## src/pdt_cfg.svh

```systemverilog
`ifndef PDT_CFG_SVH
`define PDT_CFG_SVH
// register byte offsets
`define PDT_OFF_PHASE 8'h00
`define PDT_OFF_SPHASE 8'h04
`define PDT_OFF_DT 8'h08
`define PDT_OFF_ALTDT 8'h0c
`define PDT_OFF_TRG 8'h10
`define PDT_OFF_PIN 8'h14
`define PDT_OFF_GEN 8'h18
`define PDT_OFF_STAT 8'h1c
// reset values
`define PDT_PIN_RST 16'hc000
`define PDT_ZERO16 16'h0000
// field positions
`define PDT_DT_MSB 13
`define PDT_TRG_DIV_LSB 12
`define PDT_TRG_DTM_BIT 7
`define PDT_TRG_STRT_LSB 0
`define PDT_GEN_EN_BIT 0
`define PDT_GEN_ITB_BIT 9
`define PDT_GEN_TRGIEN_BIT 10
`define PDT_GEN_IFLT_BIT 15
// local period limits
`define PDT_PER_MAX 16'hfff8
`define PDT_SPER_MIN 16'h0010
`endif

```

## src/pdt_pkg.sv

```systemverilog
package pdt_pkg;
  typedef enum logic [1:0] {
    PDT_COMPL = 2'h0,
    PDT_REDUN = 2'h1,
    PDT_PUSHPULL = 2'h2,
    PDT_INDEP = 2'h3
  } pdt_mode_e;
  typedef struct packed {
    logic high_pin_own;
    logic low_pin_own;
    logic high_pin_invert;
    logic low_pin_invert;
    pdt_mode_e pair_output_mode;
    logic high_override_en;
    logic low_override_en;
    logic [1:0] override_value;
    logic [1:0] fault_state_value;
    logic [1:0] limit_state_value;
    logic swap;
    logic override_sync;
  } pdt_pin_s;
  typedef struct packed {
    logic [15:0] high_value;
    logic [15:0] low_value;
    logic high_is_period;
    logic low_is_period;
  } pdt_timing_s;
  typedef enum logic [2:0] {
    PDT_IDLE = 3'b001,
    PDT_DELAY = 3'b010,
    PDT_RUN = 3'b100
  } pdt_trg_e;
endpackage : pdt_pkg

```

## src/pdt_slice.sv

```systemverilog
// Contract
// - non-independent master base: primary phase both outputs
// - independent master base: primary high, secondary low
// - local base: primary phase is period, max fff8; not clamped here, any 16-bit value passes
// - secondary phase ignored in non-independent modes
// - independent local: secondary is low period
// - dead time 14 bits, upper bits read zero
// - alternate dead time 14 bits, upper zero
// - trigger divider emits every N+1 events
// - dual trigger merge combines secondary with primary
// - wait start-field PWM cycles before first trigger
// - secondary triggers never raise trigger interrupt
// - ownership bits select PWM or GPIO; reset one
// - polarity bit one makes pin active-low
// - pair mode selects compl, redundant, push-pull, indep; only indep is decoded here, for the low timing value
// - override enables put override data on pins
// - fault forces fault data; split mode current-limit high
// - override sync waits for time base boundary
// - swap exchanges high and low pin signals
//
// Chosen here: the AXI4-Lite register port and the address map.
`include "pdt_cfg.svh"
`timescale 1ns/1ps
`default_nettype none
module pdt_slice (
  // clock and reset
  input wire logic aclk,
  input wire logic aresetn,
  // axi4-lite write
  input wire logic [7:0] s_axi_awaddr,
  input wire logic s_axi_awvalid,
  output logic s_axi_awready,
  input wire logic [31:0] s_axi_wdata,
  input wire logic [3:0] s_axi_wstrb,
  input wire logic s_axi_wvalid,
  output logic s_axi_wready,
  output logic [1:0] s_axi_bresp,
  output logic s_axi_bvalid,
  input wire logic s_axi_bready,
  // axi4-lite read
  input wire logic [7:0] s_axi_araddr,
  input wire logic s_axi_arvalid,
  output logic s_axi_arready,
  output logic [31:0] s_axi_rdata,
  output logic [1:0] s_axi_rresp,
  output logic s_axi_rvalid,
  input wire logic s_axi_rready,
  // generator side (same clock)
  input wire logic gen_high_in,
  input wire logic gen_low_in,
  input wire logic pwm_cycle_end,
  input wire logic pri_trig_event,
  input wire logic sec_trig_event,
  // fault inputs from pins
  input wire logic fault_in,
  input wire logic limit_in,
  // gpio fallback
  input wire logic gpio_high_in,
  input wire logic gpio_low_in,
  // outputs
  output logic high_output,
  output logic low_output,
  output var pdt_pkg::pdt_timing_s timing,
  output logic [13:0] dead_time_count,
  output logic [13:0] alt_dead_time_count,
  output logic pri_trig_out,
  output logic sec_trig_out,
  output logic trig_irq
);
  import pdt_pkg::*;

  ////////////////////////////////////////////////////////////////////////
  logic [15:0] primary_phase_value_r;
  logic [15:0] secondary_phase_value_r;
  logic [13:0] dt_r;
  logic [13:0] alt_dt_r;
  logic [3:0] trigger_divider_r;
  logic dual_trigger_merge_r;
  logic [5:0] trigger_start_delay_r;
  pdt_pin_s pin_ctrl_reg_r;
  logic gen_en_r;
  logic local_time_base_sel_r;
  logic trg_ien_r;
  logic split_fault_mode_r;
  logic trg_stat_r;
  logic [7:0] awaddr_r;
  logic [31:0] wdata_r;
  logic [3:0] wstrb_r;
  logic aw_have_r;
  logic w_have_r;
  logic [31:0] rd_nxt;
  logic rd_hit;
  logic wr_hit;
  logic wr_fire;
  logic [15:0] dt_wr;
  logic [15:0] adt_wr;
  logic [15:0] trg_wr;
  logic [15:0] gen_wr;

  ////////////////////////////////////////////////////////////////////////
  // bus write path: address and data in either order
  assign s_axi_awready = !aw_have_r && !s_axi_bvalid;
  assign s_axi_wready = !w_have_r && !s_axi_bvalid;
  assign wr_fire = aw_have_r && w_have_r && !s_axi_bvalid;
  assign s_axi_bresp = wr_hit ? 2'h0 : 2'h2;

  always_ff @(posedge aclk) begin
    if (!aresetn) begin
      aw_have_r <= 1'b0;
      awaddr_r <= 8'h00;
    end else if (s_axi_awvalid && s_axi_awready) begin
      aw_have_r <= 1'b1;
      awaddr_r <= s_axi_awaddr;
    end else if (wr_fire) begin
      aw_have_r <= 1'b0;
    end
  end

  always_ff @(posedge aclk) begin
    if (!aresetn) begin
      w_have_r <= 1'b0;
      wdata_r <= 32'h0000_0000;
      wstrb_r <= 4'h0;
    end else if (s_axi_wvalid && s_axi_wready) begin
      w_have_r <= 1'b1;
      wdata_r <= s_axi_wdata;
      wstrb_r <= s_axi_wstrb;
    end else if (wr_fire) begin
      w_have_r <= 1'b0;
    end
  end

  logic wr_hit_r;
  assign wr_hit = wr_hit_r;
  always_ff @(posedge aclk) begin
    if (!aresetn) begin
      s_axi_bvalid <= 1'b0;
      wr_hit_r <= 1'b0;
    end else if (wr_fire) begin
      s_axi_bvalid <= 1'b1;
      wr_hit_r <= (awaddr_r[1:0] == 2'h0) && (awaddr_r <= `PDT_OFF_STAT);
    end else if (s_axi_bready) begin
      s_axi_bvalid <= 1'b0;
    end
  end

  // byte lanes 0 and 1 merge into the old value
  function automatic logic [15:0] merge16(input logic [15:0] old);
    merge16 = old;
    if (wstrb_r[0]) merge16[7:0] = wdata_r[7:0];
    if (wstrb_r[1]) merge16[15:8] = wdata_r[15:8];
  endfunction : merge16

  function automatic logic [15:0] pin_word(input pdt_pin_s p);
    pin_word = {p.high_pin_own, p.low_pin_own, p.high_pin_invert, p.low_pin_invert,
                p.pair_output_mode, p.high_override_en, p.low_override_en,
                p.override_value, p.fault_state_value, p.limit_state_value,
                p.swap, p.override_sync};
  endfunction : pin_word

  logic [15:0] gen_word;
  assign gen_word = {split_fault_mode_r, 4'h0, trg_ien_r, local_time_base_sel_r, 8'h00, gen_en_r};

  ////////////////////////////////////////////////////////////////////////
  // register file
  always_ff @(posedge aclk) begin
    if (!aresetn) begin
      primary_phase_value_r <= `PDT_ZERO16;
      secondary_phase_value_r <= `PDT_ZERO16;
    end else if (wr_fire && awaddr_r == `PDT_OFF_PHASE) begin
      primary_phase_value_r <= merge16(primary_phase_value_r);
    end else if (wr_fire && awaddr_r == `PDT_OFF_SPHASE) begin
      secondary_phase_value_r <= merge16(secondary_phase_value_r);
    end
  end

  // merged write words, one per register that keeps only some bits
  assign dt_wr = merge16({2'h0, dt_r});
  assign adt_wr = merge16({2'h0, alt_dt_r});
  assign trg_wr = merge16({trigger_divider_r, 4'h0, dual_trigger_merge_r, 1'b0,
                           trigger_start_delay_r});
  assign gen_wr = merge16(gen_word);

  always_ff @(posedge aclk) begin
    if (!aresetn) begin
      dt_r <= 14'h0000;
      alt_dt_r <= 14'h0000;
    end else if (wr_fire && awaddr_r == `PDT_OFF_DT) begin
      dt_r <= dt_wr[`PDT_DT_MSB:0];
    end else if (wr_fire && awaddr_r == `PDT_OFF_ALTDT) begin
      alt_dt_r <= adt_wr[`PDT_DT_MSB:0];
    end
  end

  always_ff @(posedge aclk) begin
    if (!aresetn) begin
      trigger_divider_r <= 4'h0;
      dual_trigger_merge_r <= 1'b0;
      trigger_start_delay_r <= 6'h00;
    end else if (wr_fire && awaddr_r == `PDT_OFF_TRG) begin
      trigger_divider_r <= trg_wr[`PDT_TRG_DIV_LSB +: 4];
      dual_trigger_merge_r <= trg_wr[`PDT_TRG_DTM_BIT];
      trigger_start_delay_r <= trg_wr[`PDT_TRG_STRT_LSB +: 6];
    end
  end

  always_ff @(posedge aclk) begin
    if (!aresetn) begin
      pin_ctrl_reg_r <= pdt_pin_s'(`PDT_PIN_RST);
    end else if (wr_fire && awaddr_r == `PDT_OFF_PIN) begin
      pin_ctrl_reg_r <= pdt_pin_s'(merge16(pin_word(pin_ctrl_reg_r)));
    end
  end

  always_ff @(posedge aclk) begin
    if (!aresetn) begin
      gen_en_r <= 1'b0;
      local_time_base_sel_r <= 1'b0;
      trg_ien_r <= 1'b0;
      split_fault_mode_r <= 1'b0;
    end else if (wr_fire && awaddr_r == `PDT_OFF_GEN) begin
      gen_en_r <= gen_wr[`PDT_GEN_EN_BIT];
      local_time_base_sel_r <= gen_wr[`PDT_GEN_ITB_BIT];
      trg_ien_r <= gen_wr[`PDT_GEN_TRGIEN_BIT];
      split_fault_mode_r <= gen_wr[`PDT_GEN_IFLT_BIT];
    end
  end

  ////////////////////////////////////////////////////////////////////////
  // read path
  always_comb begin
    rd_nxt = 32'h0000_0000;
    rd_hit = 1'b1;
    case (s_axi_araddr)
      `PDT_OFF_PHASE: rd_nxt[15:0] = primary_phase_value_r;
      `PDT_OFF_SPHASE: rd_nxt[15:0] = secondary_phase_value_r;
      `PDT_OFF_DT: rd_nxt[15:0] = {2'h0, dt_r};
      `PDT_OFF_ALTDT: rd_nxt[15:0] = {2'h0, alt_dt_r};
      `PDT_OFF_TRG: rd_nxt[15:0] = {trigger_divider_r, 4'h0, dual_trigger_merge_r, 1'b0,
                                    trigger_start_delay_r};
      `PDT_OFF_PIN: rd_nxt[15:0] = pin_word(pin_ctrl_reg_r);
      `PDT_OFF_GEN: rd_nxt[15:0] = gen_word;
      `PDT_OFF_STAT: rd_nxt[15:0] = {15'h0000, trg_stat_r};
      default: rd_hit = 1'b0;
    endcase
  end

  assign s_axi_arready = !s_axi_rvalid;
  always_ff @(posedge aclk) begin
    if (!aresetn) begin
      s_axi_rvalid <= 1'b0;
      s_axi_rdata <= 32'h0000_0000;
      s_axi_rresp <= 2'h0;
    end else if (s_axi_arvalid && s_axi_arready) begin
      s_axi_rvalid <= 1'b1;
      s_axi_rdata <= rd_nxt;
      s_axi_rresp <= rd_hit ? 2'h0 : 2'h2;
    end else if (s_axi_rready) begin
      s_axi_rvalid <= 1'b0;
    end
  end

  ////////////////////////////////////////////////////////////////////////
  // phase or period selection
  logic indep;
  assign indep = (pin_ctrl_reg_r.pair_output_mode == PDT_INDEP);
  always_ff @(posedge aclk) begin
    if (!aresetn) begin
      timing <= '0;
      dead_time_count <= 14'h0000;
      alt_dead_time_count <= 14'h0000;
    end else begin
      timing.high_value <= primary_phase_value_r;
      timing.high_is_period <= local_time_base_sel_r;
      timing.low_value <= indep ? secondary_phase_value_r : primary_phase_value_r;
      timing.low_is_period <= local_time_base_sel_r;
      dead_time_count <= dt_r;
      alt_dead_time_count <= alt_dt_r;
    end
  end

  ////////////////////////////////////////////////////////////////////////
  // trigger start delay, postscaler and merge
  pdt_trg_e trg_st_r;
  logic [5:0] start_cnt_r;
  logic [3:0] div_cnt_r;
  logic pri_ev;
  logic sec_sep;
  assign pri_ev = pri_trig_event || (dual_trigger_merge_r && sec_trig_event);
  assign sec_sep = !dual_trigger_merge_r && sec_trig_event;

  always_ff @(posedge aclk) begin
    if (!aresetn || !gen_en_r) begin
      trg_st_r <= PDT_IDLE;
      start_cnt_r <= 6'h00;
    end else begin
      case (trg_st_r)
        PDT_IDLE: begin
          start_cnt_r <= trigger_start_delay_r;
          trg_st_r <= (trigger_start_delay_r == 6'h00) ? PDT_RUN : PDT_DELAY;
        end
        PDT_DELAY: begin
          if (pwm_cycle_end) begin
            start_cnt_r <= start_cnt_r - 6'h01;
            if (start_cnt_r == 6'h01) trg_st_r <= PDT_RUN;
          end
        end
        PDT_RUN: trg_st_r <= PDT_RUN;
        default: trg_st_r <= PDT_IDLE;
      endcase
    end
  end

  logic fire_pri;
  assign fire_pri = (trg_st_r == PDT_RUN) && pri_ev && (div_cnt_r == trigger_divider_r);
  always_ff @(posedge aclk) begin
    if (!aresetn || !gen_en_r) begin
      div_cnt_r <= 4'h0;
    end else if (trg_st_r == PDT_RUN && pri_ev) begin
      div_cnt_r <= (div_cnt_r == trigger_divider_r) ? 4'h0 : div_cnt_r + 4'h1;
    end
  end

  always_ff @(posedge aclk) begin
    if (!aresetn) begin
      pri_trig_out <= 1'b0;
      sec_trig_out <= 1'b0;
    end else begin
      pri_trig_out <= fire_pri;
      sec_trig_out <= (trg_st_r == PDT_RUN) && sec_sep;
    end
  end

  // status cleared by dropping the enable; the clear wins over a set
  always_ff @(posedge aclk) begin
    if (!aresetn || !trg_ien_r) begin
      trg_stat_r <= 1'b0;
    end else if (fire_pri && pri_trig_event) begin
      trg_stat_r <= 1'b1;
    end
  end
  assign trig_irq = trg_stat_r;

  ////////////////////////////////////////////////////////////////////////
  // pin path: fault and limit synchronisers
  logic [1:0] flt_sync_r;
  logic [1:0] lim_sync_r;
  always_ff @(posedge aclk) begin
    if (!aresetn) begin
      flt_sync_r <= 2'h0;
      lim_sync_r <= 2'h0;
    end else begin
      flt_sync_r <= {flt_sync_r[0], fault_in};
      lim_sync_r <= {lim_sync_r[0], limit_in};
    end
  end

  // override enables and data, optionally held to cycle boundary
  logic [3:0] ovr_act_r;
  always_ff @(posedge aclk) begin
    if (!aresetn) begin
      ovr_act_r <= 4'h0;
    end else if (!pin_ctrl_reg_r.override_sync || pwm_cycle_end) begin
      ovr_act_r <= {pin_ctrl_reg_r.high_override_en, pin_ctrl_reg_r.low_override_en,
                    pin_ctrl_reg_r.override_value};
    end
  end

  logic h_sig;
  logic l_sig;
  always_comb begin
    h_sig = pin_ctrl_reg_r.swap ? gen_low_in : gen_high_in;
    l_sig = pin_ctrl_reg_r.swap ? gen_high_in : gen_low_in;
    if (ovr_act_r[3]) h_sig = ovr_act_r[1];
    if (ovr_act_r[2]) l_sig = ovr_act_r[0];
    if (split_fault_mode_r) begin
      if (lim_sync_r[1]) h_sig = pin_ctrl_reg_r.fault_state_value[1];
      if (flt_sync_r[1]) l_sig = pin_ctrl_reg_r.fault_state_value[0];
    end else if (flt_sync_r[1]) begin
      h_sig = pin_ctrl_reg_r.fault_state_value[1];
      l_sig = pin_ctrl_reg_r.fault_state_value[0];
    end else if (lim_sync_r[1]) begin
      h_sig = pin_ctrl_reg_r.limit_state_value[1];
      l_sig = pin_ctrl_reg_r.limit_state_value[0];
    end
  end

  always_ff @(posedge aclk) begin
    if (!aresetn) begin
      high_output <= 1'b0;
      low_output <= 1'b0;
    end else begin
      high_output <= pin_ctrl_reg_r.high_pin_own ?
                     (h_sig ^ pin_ctrl_reg_r.high_pin_invert) : gpio_high_in;
      low_output <= pin_ctrl_reg_r.low_pin_own ?
                    (l_sig ^ pin_ctrl_reg_r.low_pin_invert) : gpio_low_in;
    end
  end
endmodule : pdt_slice
`default_nettype wire

```

## config.mk

```make
export PLATFORM = sky130hd
export DESIGN_NAME = pdt_slice
export DESIGN_NICKNAME = d
export VERILOG_FILES = /design/src/pdt_pkg.sv /design/src/pdt_slice.sv
export VERILOG_INCLUDE_DIRS = /design/src
export SDC_FILE = /design/constraint.sdc
export NUM_CORES = 1
export LEC_CHECK = 0
export BUFFER_PORTS_ARGS = -buffer_cell sky130_fd_sc_hd__buf_2
export CORE_MARGIN = 2
export CORE_UTILIZATION = 50
export DETAILED_ROUTE_END_ITERATION = 6
export GPL_ROUTABILITY_DRIVEN = 0
export PLACE_DENSITY = 0.76
export SLEW_MARGIN = 20
export SYNTH_ARGS = -nofsm -noshare
export SYNTH_HDL_FRONTEND = slang
export SYNTH_SLANG_ARGS = --single-unit
```

## constraint.sdc

```tcl
create_clock -name aclk -period 1.5 [get_ports aclk]
set_input_delay 0.075 -clock aclk [delete_from_list [all_inputs] [get_ports aclk]]
set_output_delay 0.075 -clock aclk [all_outputs]
set_load 0.03 [all_outputs]
```

Yosys cells after proc, flatten, opt, wreduce, memory -nomap -nowiden
Cells that the tools add are included. Widths: inputs -> output; s select.

Magnitude comparators: 1. Bitwise gates (word level): 4. Multipliers: 0. Reduce and logical (&&, ||, !) cells: 60. Equal/unequal tests: 21. Div/mod/pow operators: 0. Add/sub/neg operators: 2. Multiplexer cells: 33. Shift-type cells: 0.

Operators with widths (count): $pmux 16 s8 (1); $eq 8x5->1 const B (7); $eq 8x4->1 const B (4); $reduce_and 2->1 (12); $mux 1 (22); $logic_and 1x1->1 (21); $eq 8x3->1 const B (2); $logic_not 8->1 (2); $mux 16 (1); $pmux 6 s2 (1); $reduce_and 3->1 (4); $reduce_bool 2->1 (5); $logic_not 1->1 (9); $mux 3 (3); $pmux 3 s3 (1); $le 8x5->1 const B (1); $reduce_or 8->1 (1); $eq 6x1->1 const B (1); $logic_not 6->1 (1); $mux 6 (1); $sub 6x1->6 const B (1); $add 4x1->4 const B (1); $eq 4x4->1 (1); $logic_or 1x1->1 (4); 10 further kinds (14).

Output and inout bits: 108. RAM bits: 0. Memories kept: 0. Logic and storage cells: 174. Bits in read-only memories: 0. Input port bits: 68. Bits in latches: 0. Register bits: 227.

Logic depth before layout (Yosys ltp)
Gate-level depths: netlist of the first run.

Depth in word-level cells: 7. Depth in mapped cells: 7. Gate-level depth less buffers: 6.

Worst setup path after synthesis of the first run
No wires, ideal clock.

Kind: register -> register. Start point: register s_axi_bvalid. End point: register wdata_r[10]. Slack: -0.506 ns. Data arrival time: 1.935 ns. Cell stages (with the launch flop): 8. Path buffers: 3. Library setup time: 0.071 ns. Cell sequence: dfxtp_1 > clkbuf_1 > nor2_1 > and2_1 > buf_2 > buf_1 > nand2_1 > a21oi_1.

Word-level cells in the longest chain between the ends: 3.

RTL lines: start, declared (RTL line pdt_slice.sv:38) `output logic s_axi_bvalid,`; start signal, assigned (RTL line pdt_slice.sv:137) `s_axi_bvalid <= 1'b0;`; start signal, assigned (RTL line pdt_slice.sv:140) `s_axi_bvalid <= 1'b1;`; start signal, assigned (RTL line pdt_slice.sv:143) `s_axi_bvalid <= 1'b0;`; $logic_not 1->1 (RTL line pdt_slice.sv:103) `assign s_axi_wready = !w_have_r && !s_axi_bvalid;`; $logic_and 1x1->1 (RTL line pdt_slice.sv:103); net s_axi_wready (RTL line pdt_slice.sv:36) `output logic s_axi_wready,`; $logic_and 1x1->1 (RTL line pdt_slice.sv:124) `end else if (s_axi_wvalid && s_axi_wready) begin`; end signal, assigned (RTL line pdt_slice.sv:126) `wdata_r <= s_axi_wdata;`; end, declared (RTL line pdt_slice.sv:87) `logic [31:0] wdata_r;`.

The timed path passes the listed nets, and every way through them passes these cells. A chain may end at the register's enable or synchronous reset.

Worst setup path in the final report of the first run
Start point: register awaddr_r[0]. End point: register pin_ctrl_reg_r[3] (netlist bit).

Word-level cells in the longest chain between the ends: 3.

RTL lines: start, declared (RTL line pdt_slice.sv:86) `logic [7:0] awaddr_r;`; start signal, assigned (RTL line pdt_slice.sv:113) `awaddr_r <= s_axi_awaddr;`; $eq 8x5->1 (no line); $logic_and 1x1->1 (no line); $reduce_and 2->1 (no line); end signal, assigned (RTL line pdt_slice.sv:209) `` pin_ctrl_reg_r <= pdt_pin_s'(`PDT_PIN_RST); ``; end signal, assigned (RTL line pdt_slice.sv:211) `pin_ctrl_reg_r <= pdt_pin_s'(merge16(pin_word(pin_ctrl_reg_r)));`; end, declared (RTL line pdt_slice.sv:80) `pdt_pin_s pin_ctrl_reg_r;`.

No other way between the ends.

==> results.txt, run 1 <==
The flow ran to the end, but the final reports show violations. The final reports fail on setup timing. In the synthesized netlist the dominant register cell turns out to be dfxtp_1. The number of core rows came out at 48. At the worst endpoint, the arrival time is 2040 ps. Across the VDD grid, the largest voltage drop is 0.828 mV. The mapped netlist covers 8960 um^2. The total number of clock tree sinks is 226. The peak fanout along the critical path is 8. The synthesis warning total is 0. The share of Yosys cell area claimed by the top area cell type came out at 50.5%. The most common library cell in the layout ignoring fill and taps is dfxtp_1. The number of design rule violations left after detail routing is 0.

The largest total area in the synthesized netlist belongs to dfxtp_1. The worst-margin pin slew is 591 ps. The number of antenna diodes in the final layout is 0.

The number of top-level pins is 176. The critical path is of the flip-flop to flip-flop type. In this run the critical register-to-register path is launched from awaddr_r[0]$_SDFFE_PN0P_. The global-route wire length before repair is 38500 um. Max-cap violations in this run came to 0. The final critical-path required period came out at 1620 ps. The share of synthesized registers carrying an async set or reset is 0%. The initial cell density of the core is 51.5%. The count of nets left with antenna violations once routing finished came out at 0.

The die height is 138 um. The ratio of total power to cell area is 1070 nW/um^2. The clock passes through at most 3 buffers. Traced cell by cell, the critical path runs through and4bb_2 -> nor4bb_2 -> buf_4 -> and3_4 -> buf_12 -> mux2i_2.

In the layout the commonest cells are 218 x dfxtp_1, 208 x nand2_1, 138 x buf_2. The reg-to-reg setup timing slack came out at -120 ps. The area growth from synthesis to layout is 32.1%. The filler cell count came out at 1344.

The core region area came out at 17400 um^2. The cell leakage power came out at 5.38 nW. The pin count of the biggest net entering global routing came out at 64.

The data required time of the worst path came out at 1920 ps. The final layout net count is 1270. In the finished design, the share of the clock period the worst path needs comes to 108%.

The synthesis-stage register bit count came out at 226. The overall track demand over capacity in global routing is 26.2%. The critical register-to-register path endpoint is pin_ctrl_reg_r[3]$_SDFFE_PN0P_. The number of global-route vias before repair came out at 7351. The slowest stage of the critical path is the dfxtp_2 cell. The endpoint kind of the worst setup timing path is a flip-flop. The classification of the worst-slack hold path is input pin to flip-flop. Final hold analysis gives a worst-case slack of 43.7 ps. The detailed-route via count is 8012.

The setup slack of the critical path after layout came out at -119 ps. The count of final max-slew check failures came to 0. The number of endpoints with negative hold slack in the final report is 0.

The average footprint of a synthesized cell came out at 9.28 um^2. The final setup violation count came out at 69. The beginning of the critical path is awaddr_r[0]$_SDFFE_PN0P_.

The worst pin sits at a relative slew slack of 60.6%. The proportion of synthesized chip area in sequential cells is 50.5%. The routed design has 26100 um of wire. The cell count of the worst reg-to-reg path came out at 6.

The total power draw came out at 12.7 mW. The cell count after placement came out at 1357. The via count normalized by instance count came out at 5.58. Ranked by total cell area, the synthesized netlist is headed by dfxtp_1 50%, mux2i_1 9.7%, nand2_1 8.8%. The placed wire-length estimate came out at 18000 um. The floorplan die area is 19000 um^2. The clock insertion delay at the later pin of the skew report came out at 500 ps. The final standard cell count with taps included and fillers excluded came out at 1436. Counting the buffers created by CTS gives 23. Dividing the detail-routed wire length by the instance count gives 18.2 um. The violation count after the first detailed-routing iteration came out at 848.

The number of antenna violations at the first check in global routing is 0. Clock-pin slew was measured on the worst setup and hold paths at 60 ps. The share of layout cells above drive strength 1 came out at 27.7%.

Clock tree synthesis selected as its root buffer the cell clkbuf_16. The number of port buffers came out at 139. The peak per-stage delay on the critical path came out at 320 ps. The pre-antenna-repair detailed-routing pass consisted of 6 iterations. The die is 138 um wide. Setup repair after global routing could not meet its margin everywhere. After technology mapping, the gate count stands at 966. The number of library cell types mapped by synthesis is 63.

TritonCTS built the clock tree. The total overflow left after global routing is 0. The number of flops mapped to enable cells by yosys came out at 0. Static timing analysis puts the maximum clock frequency at 618 MHz. On the final layout, the worst clock skew is 8.49 ps. In this run the worst setup path terminates at pin_ctrl_reg_r[3]$_SDFFE_PN0P_. The H-tree level count came out at 1. The nature of the critical path startpoint is a flip-flop.
## critical path: cells and delay by family, from the launching register on
family	cells	cell delay (ps)
multiplexers	1	220
flip-flops	1	320
AND/OR/NAND/NOR	3	700
buffers and inverters	2	300
## per-stage QoR
stage	setup WS [ps]	utilization, %	area [um^2]	setup TNS (ps)
floorplan	-113	-	9090	-782
global placement	-70.3	59.7	10400	-1570
detailed placement	-147	59.7	10400	-3380
CTS	-133	66.7	11600	-1690
global route	-161	67.9	11800	-8270
finish	-119	67.9	11800	-3020
## synthesized netlist by cell type (all sizes together) (4+ instances only)
master and instances:
nor3 9, a22oi 8, clkbuf 40, o31ai 17, and2 18, dfxtp 226, nand2 210, inv 54
a21oi 62, and3 5, a221oi 15, mux4 4, nor2b 11, nor3b 5, nor4 5, mux2i 87
nor2 25, buf 30, o211ai 4, a32oi 7, nand3b 5, nand4 4, o21ai 20, a22o 5
xnor2 8, nand2b 7, mux2 16, nand3 16
## worst min path at each step
| stage | start | endpoint | slack (ps) | depth (start not counted) |
|---|---|---|---|---|
| 2_1_floorplan | sec_trig_event | sec_trig_out$_SDFF_PN0_ | 190 | 2 |
| 3_3_place_gp | limit_in | lim_sync_r[0]$_SDFF_PN0_ | 280 | 2 |
| 3_5_place_dp | limit_in | lim_sync_r[0]$_SDFF_PN0_ | 280 | 2 |
| 4_1_cts | s_axi_awvalid | aw_have_r$_SDFFE_PN0P_ | 40 | 3 |
| 5_1_grt | s_axi_awvalid | aw_have_r$_SDFFE_PN0P_ | 70 | 3 |
| 6_report | s_axi_awvalid | aw_have_r$_SDFFE_PN0P_ | 40 | 3 |
## cell families (layout without fill, tap and decap cells)
kind of cell               Yosys count  in the layout  share of synthesized area (%)
buffers and inverters              124            352                           6.17
muxes                              107            107                           12.7
AOI/OAI and AO/OA                  158            158                           11.5
other                                1             18                         0.0418
and+or+nand+nor                    339            339                           17.9
xor gates and xnor gates             8              8                          0.782
DFF                                226            226                           50.5
adders and majority gates            3              3                          0.419
## per-layer routing
metal | vias to the layer above | routed length [um] | track usage (%)
met5 | - | 0 | 0
met3 | 65 | 2480 | 3.91
met1 | 3754 | 10700 | 36.2
li1 | 3744 | - | -
met4 | 0 | 714 | 7.71
met2 | 449 | 12100 | 42.5
## report_power, final
group / internal [mW] / switching (mW)
logic: 0.343 / 0.553
registers: 6.07 / 0.0546
clock network: 3.42 / 2.25
total: 9.84 / 2.86
## sequential cells by signal, indices dropped and copies added (netlist names), 4 cells and up
signal	count
trigger_divider_r	4
awaddr_r	8
dead_time_count	14
primary_phase_value_r	16
start_cnt_r	6
secondary_phase_value_r	16
s_axi_rdata	16
dt_r	14
alt_dt_r	14
alt_dead_time_count	14
timing	33
ovr_act_r	4
wdata_r	16
div_cnt_r	4
pin_ctrl_reg_r	16
trigger_start_delay_r	6
## layout make-up
cell class / instances / area (um^2) / area share, %
Multi-Input combinational cell: 633 / 4220 / 35.6
Tap cell: 225 / 282 / 2.38
Clock inverter: 5 / 77.6 / 0.656
Clock buffer: 32 / 669 / 5.66
Inverter: 54 / 203 / 1.71
Sequential cell: 226 / 4540 / 38.3
Timing Repair Buffer: 261 / 1850 / 15.6
## repair_timing
action / 4_1_cts / 5_1_grt
hold buffers: 38 / 0
gates cloned: 0 / 1
pin swaps: 1 / 10
hold endpoints to repair: 35 / 0
endpoints found under the setup margin: 68 / 96
buffers inserted: 1 / 5
gates resized for setup: 20 / 47
No activity file was read; power rests on OpenSTA's default activity.
==> run 2: changes to the inputs <==
--- a/config.mk
+++ b/config.mk
@@ -11,6 +11,7 @@
 export CORE_UTILIZATION = 50
 export DETAILED_ROUTE_END_ITERATION = 6
 export GPL_ROUTABILITY_DRIVEN = 0
+export MAX_ROUTING_LAYER = met4
 export PLACE_DENSITY = 0.76
 export SLEW_MARGIN = 20
 export SYNTH_ARGS = -nofsm -noshare
==> results.txt, run 2 (synthesis results as in run 1) <==
The worst-margin pin slew came to 581 ps (-9.78 ps). The number of max-cap violations came out at 0 (unchanged). The proportion of power drawn by the clock network came out at 44.7% (about the same). The worst setup path is launched from a flip-flop. Setup repair after global routing could not meet its margin everywhere. The sum of negative setup slack is -3060 ps (-31.7 ps).

The layout-stage area growth over the synthesis result is 32.1% (unchanged). The setup path with the least slack is of type flip-flop to flip-flop. The final setup violation count was 70 (+1.4%). The portion of the clock cycle consumed by the worst path in the final layout was 108% (+0.15 points).

The peak per-stage delay on the critical path is 320 ps (about the same). The run finished, with violations left. The post-layout instance area came to 11800 um^2 (unchanged). In this run the worst hold path is classified as input pin to flip-flop.

The buffer cell driving the clock tree root is clkbuf_16. Among all stages on the critical path, the largest delay is contributed by dfxtp_2. TritonCTS built the clock tree. The number of top-level pins came out at 176 (unchanged). The number of buffers on the longest clock path is 3 (unchanged). The switching power came out at 2.85 mW (-0.16%). The initial cell density of the core is 51.5% (unchanged). The final critical-path required period is 1620 ps (+2.19 ps). The setup slack of the critical path after layout is -121 ps (-2.19 ps).

The library cell used most frequently in the layout, excluding fill and tap cells, is dfxtp_1. The clock insertion delay at the later pin of the skew report came out at 500 ps (about the same). The placed wire-length estimate is 18000 um (unchanged). The first-pass detailed-route iteration total is 7 (+1). The post-detailed-route wirelength per cell came to 18.2 um (about the same). The number of design rule violations left after detail routing came to 1 (+1). The data required time of the worst path came out at 1920 ps (about the same). The H-tree level count is 1 (unchanged). Leaving out fill and tap cells, the most frequent cells in the layout are 218 x dfxtp_1, 208 x nand2_1, 138 x buf_2. The net switching share of the total power came to 22.5% (-0.028 points). The share of power burned in combinational logic is 7.1% (about the same). The count of final max-slew check failures is 0 (unchanged). The filler cell count came out at 1344 (unchanged).

The ratio of total power to cell area came out at 1070 nW/um^2 (about the same). The detailed-route via count is 7975 (-0.46%). The combined area of the multi-input logic cells is 4220 um^2 (unchanged). The maximum vdd drop came out at 0.827 mV (about the same). The internal power of the cells came out at 9.84 mW (about the same). The via count normalized by instance count is 5.55 (-0.46%). The peak fanout along the critical path is 8 (unchanged). The number of antenna violations at the first check in global routing is 0 (unchanged). STA classifies the critical path endpoint as a flip-flop.

The normalized max-slew margin came out at 61.2% (+0.65 points). The clock slew at the register clock pins of the worst setup and hold paths is 60 ps (about the same). The die height is 138 um (unchanged). The critical path goes through and4bb_2 -> nor4bb_2 -> buf_4 -> and3_4 -> buf_12 -> mux2i_2. The number of inserted diodes came out at 0 (unchanged).

The overall track demand over capacity in global routing is 27.0% (+0.78 points). The relative contribution of sequential cells to total power came out at 48.3% (about the same). The number of endpoints with negative hold slack in the final report came out at 0 (unchanged). The number of global-route vias before repair is 7347 (-0.054%). The number of port buffers is 139 (unchanged). The horizontal extent of the die is 138 um (unchanged). The total clock buffers created by CTS came out at 23 (unchanged). The floorplan die area came out at 19000 um^2 (unchanged). The final worst clock skew came to 5.66 ps (-2.83 ps). The area used by sequential logic in the layout is 4540 um^2 (unchanged). The top achievable clock speed is 617 MHz (-0.14%). The core region area came out at 17400 um^2 (unchanged). The flip-flop count of the largest register, all copies and words added came out at 33 (unchanged). The cell leakage power is 5.38 nW (unchanged). The share of layout cells above drive strength 1 is 27.7% (unchanged).

The pin count of the biggest net entering global routing was 64 (unchanged). The total number of clock tree sinks is 226 (unchanged). The data arrival time of the worst path came to 2040 ps (about the same). The number of core rows is 48 (unchanged). The overall routed net length is 26100 um (about the same).

The total congestion overflow after global routing was 0 (unchanged). The global-route wire length before repair came to 38500 um (+0.12%). The final layout net count was 1270 (unchanged). The residual antenna-violating net count after detailed routing was 0 (unchanged). The violation count after the first detailed-routing iteration is 806 (-5.0%).

The total power draw is 12.7 mW (about the same). The checks that failed: DRC, setup timing. The minimum setup slack after placement is -147 ps (unchanged). The placed cell area came out at 10400 um^2 (unchanged). Counting flops per register, the top entry is timing.
[run 2: cell counts in the layout (fill, tap and decap cells not counted)]
No cell type changed its count.
[run 2: final timing paths]
path                                          to  cells after the start                startpoint  slack, ps
setup / recovery  pin_ctrl_reg_r[3]$_SDFFE_PN0P_                      6  awaddr_r[0]$_SDFFE_PN0P_       -120
hold reg to reg         flt_sync_r[1]$_SDFF_PN0_                      1  flt_sync_r[0]$_SDFF_PN0_        440
setup reg to reg  pin_ctrl_reg_r[3]$_SDFFE_PN0P_                      6  awaddr_r[0]$_SDFFE_PN0P_       -120
hold / removal            aw_have_r$_SDFFE_PN0P_                      3             s_axi_awvalid         50
[run 2: final cells by class]
class                   instances  area share [%]
multi-input cells             633            35.6
clock inverters                 5           0.656
well taps                     225            2.38
clock buffers                  32            5.66
inverters                      54            1.71
repair buffers                261            15.6
flip-flops and latches        226            38.3
[run 2: routing by layer]
metal / vias to the layer above / GRT usage [%] / wire length [um]
met5: - / - / 0
met4: 0 / 7.77 / 703
met3: 59 / 3.80 / 2480
met2: 417 / 42.6 / 12100
met1: 3757 / 36.3 / 10800
li1: 3742 / - / -
[run 2: power by group through the flow]
stage	Sequential [mW]	Clock, mW	Combinational [mW]
6_report	6.13	5.67	0.898
5_1_grt	6.13	5.96	0.961
4_1_cts	6.12	5.72	0.851
3_5_place_dp	6.25	0	0.763
3_3_place_gp	6.25	0	0.759
2_1_floorplan	6.26	0	0.476
[run 2: critical path: cells and delay by family, from the launching register on]
kind / cells / cell delay [ps]
DFF: 1 / 320
muxes: 1 / 220
buffers and inverters: 2 / 300
and+or+nand+nor: 3 / 700
[run 2: repair_timing]
action,CTS,global route
cloned,0,1
setup buffers,1,5
setup endpoints to repair,68,96
resized for setup,20,47
pin swaps,1,10
hold buffers,38,0
hold endpoints to repair,35,0
[run 2: through the flow]
stage	utilization, %	hold slack [ps]	cells
floorplan	-	193	983
global placement	59.7	284	1357
global route	67.9	67.5	1436
finish	67.9	50.8	1436
CTS	66.7	40.5	1432
detailed placement	59.7	284	1357
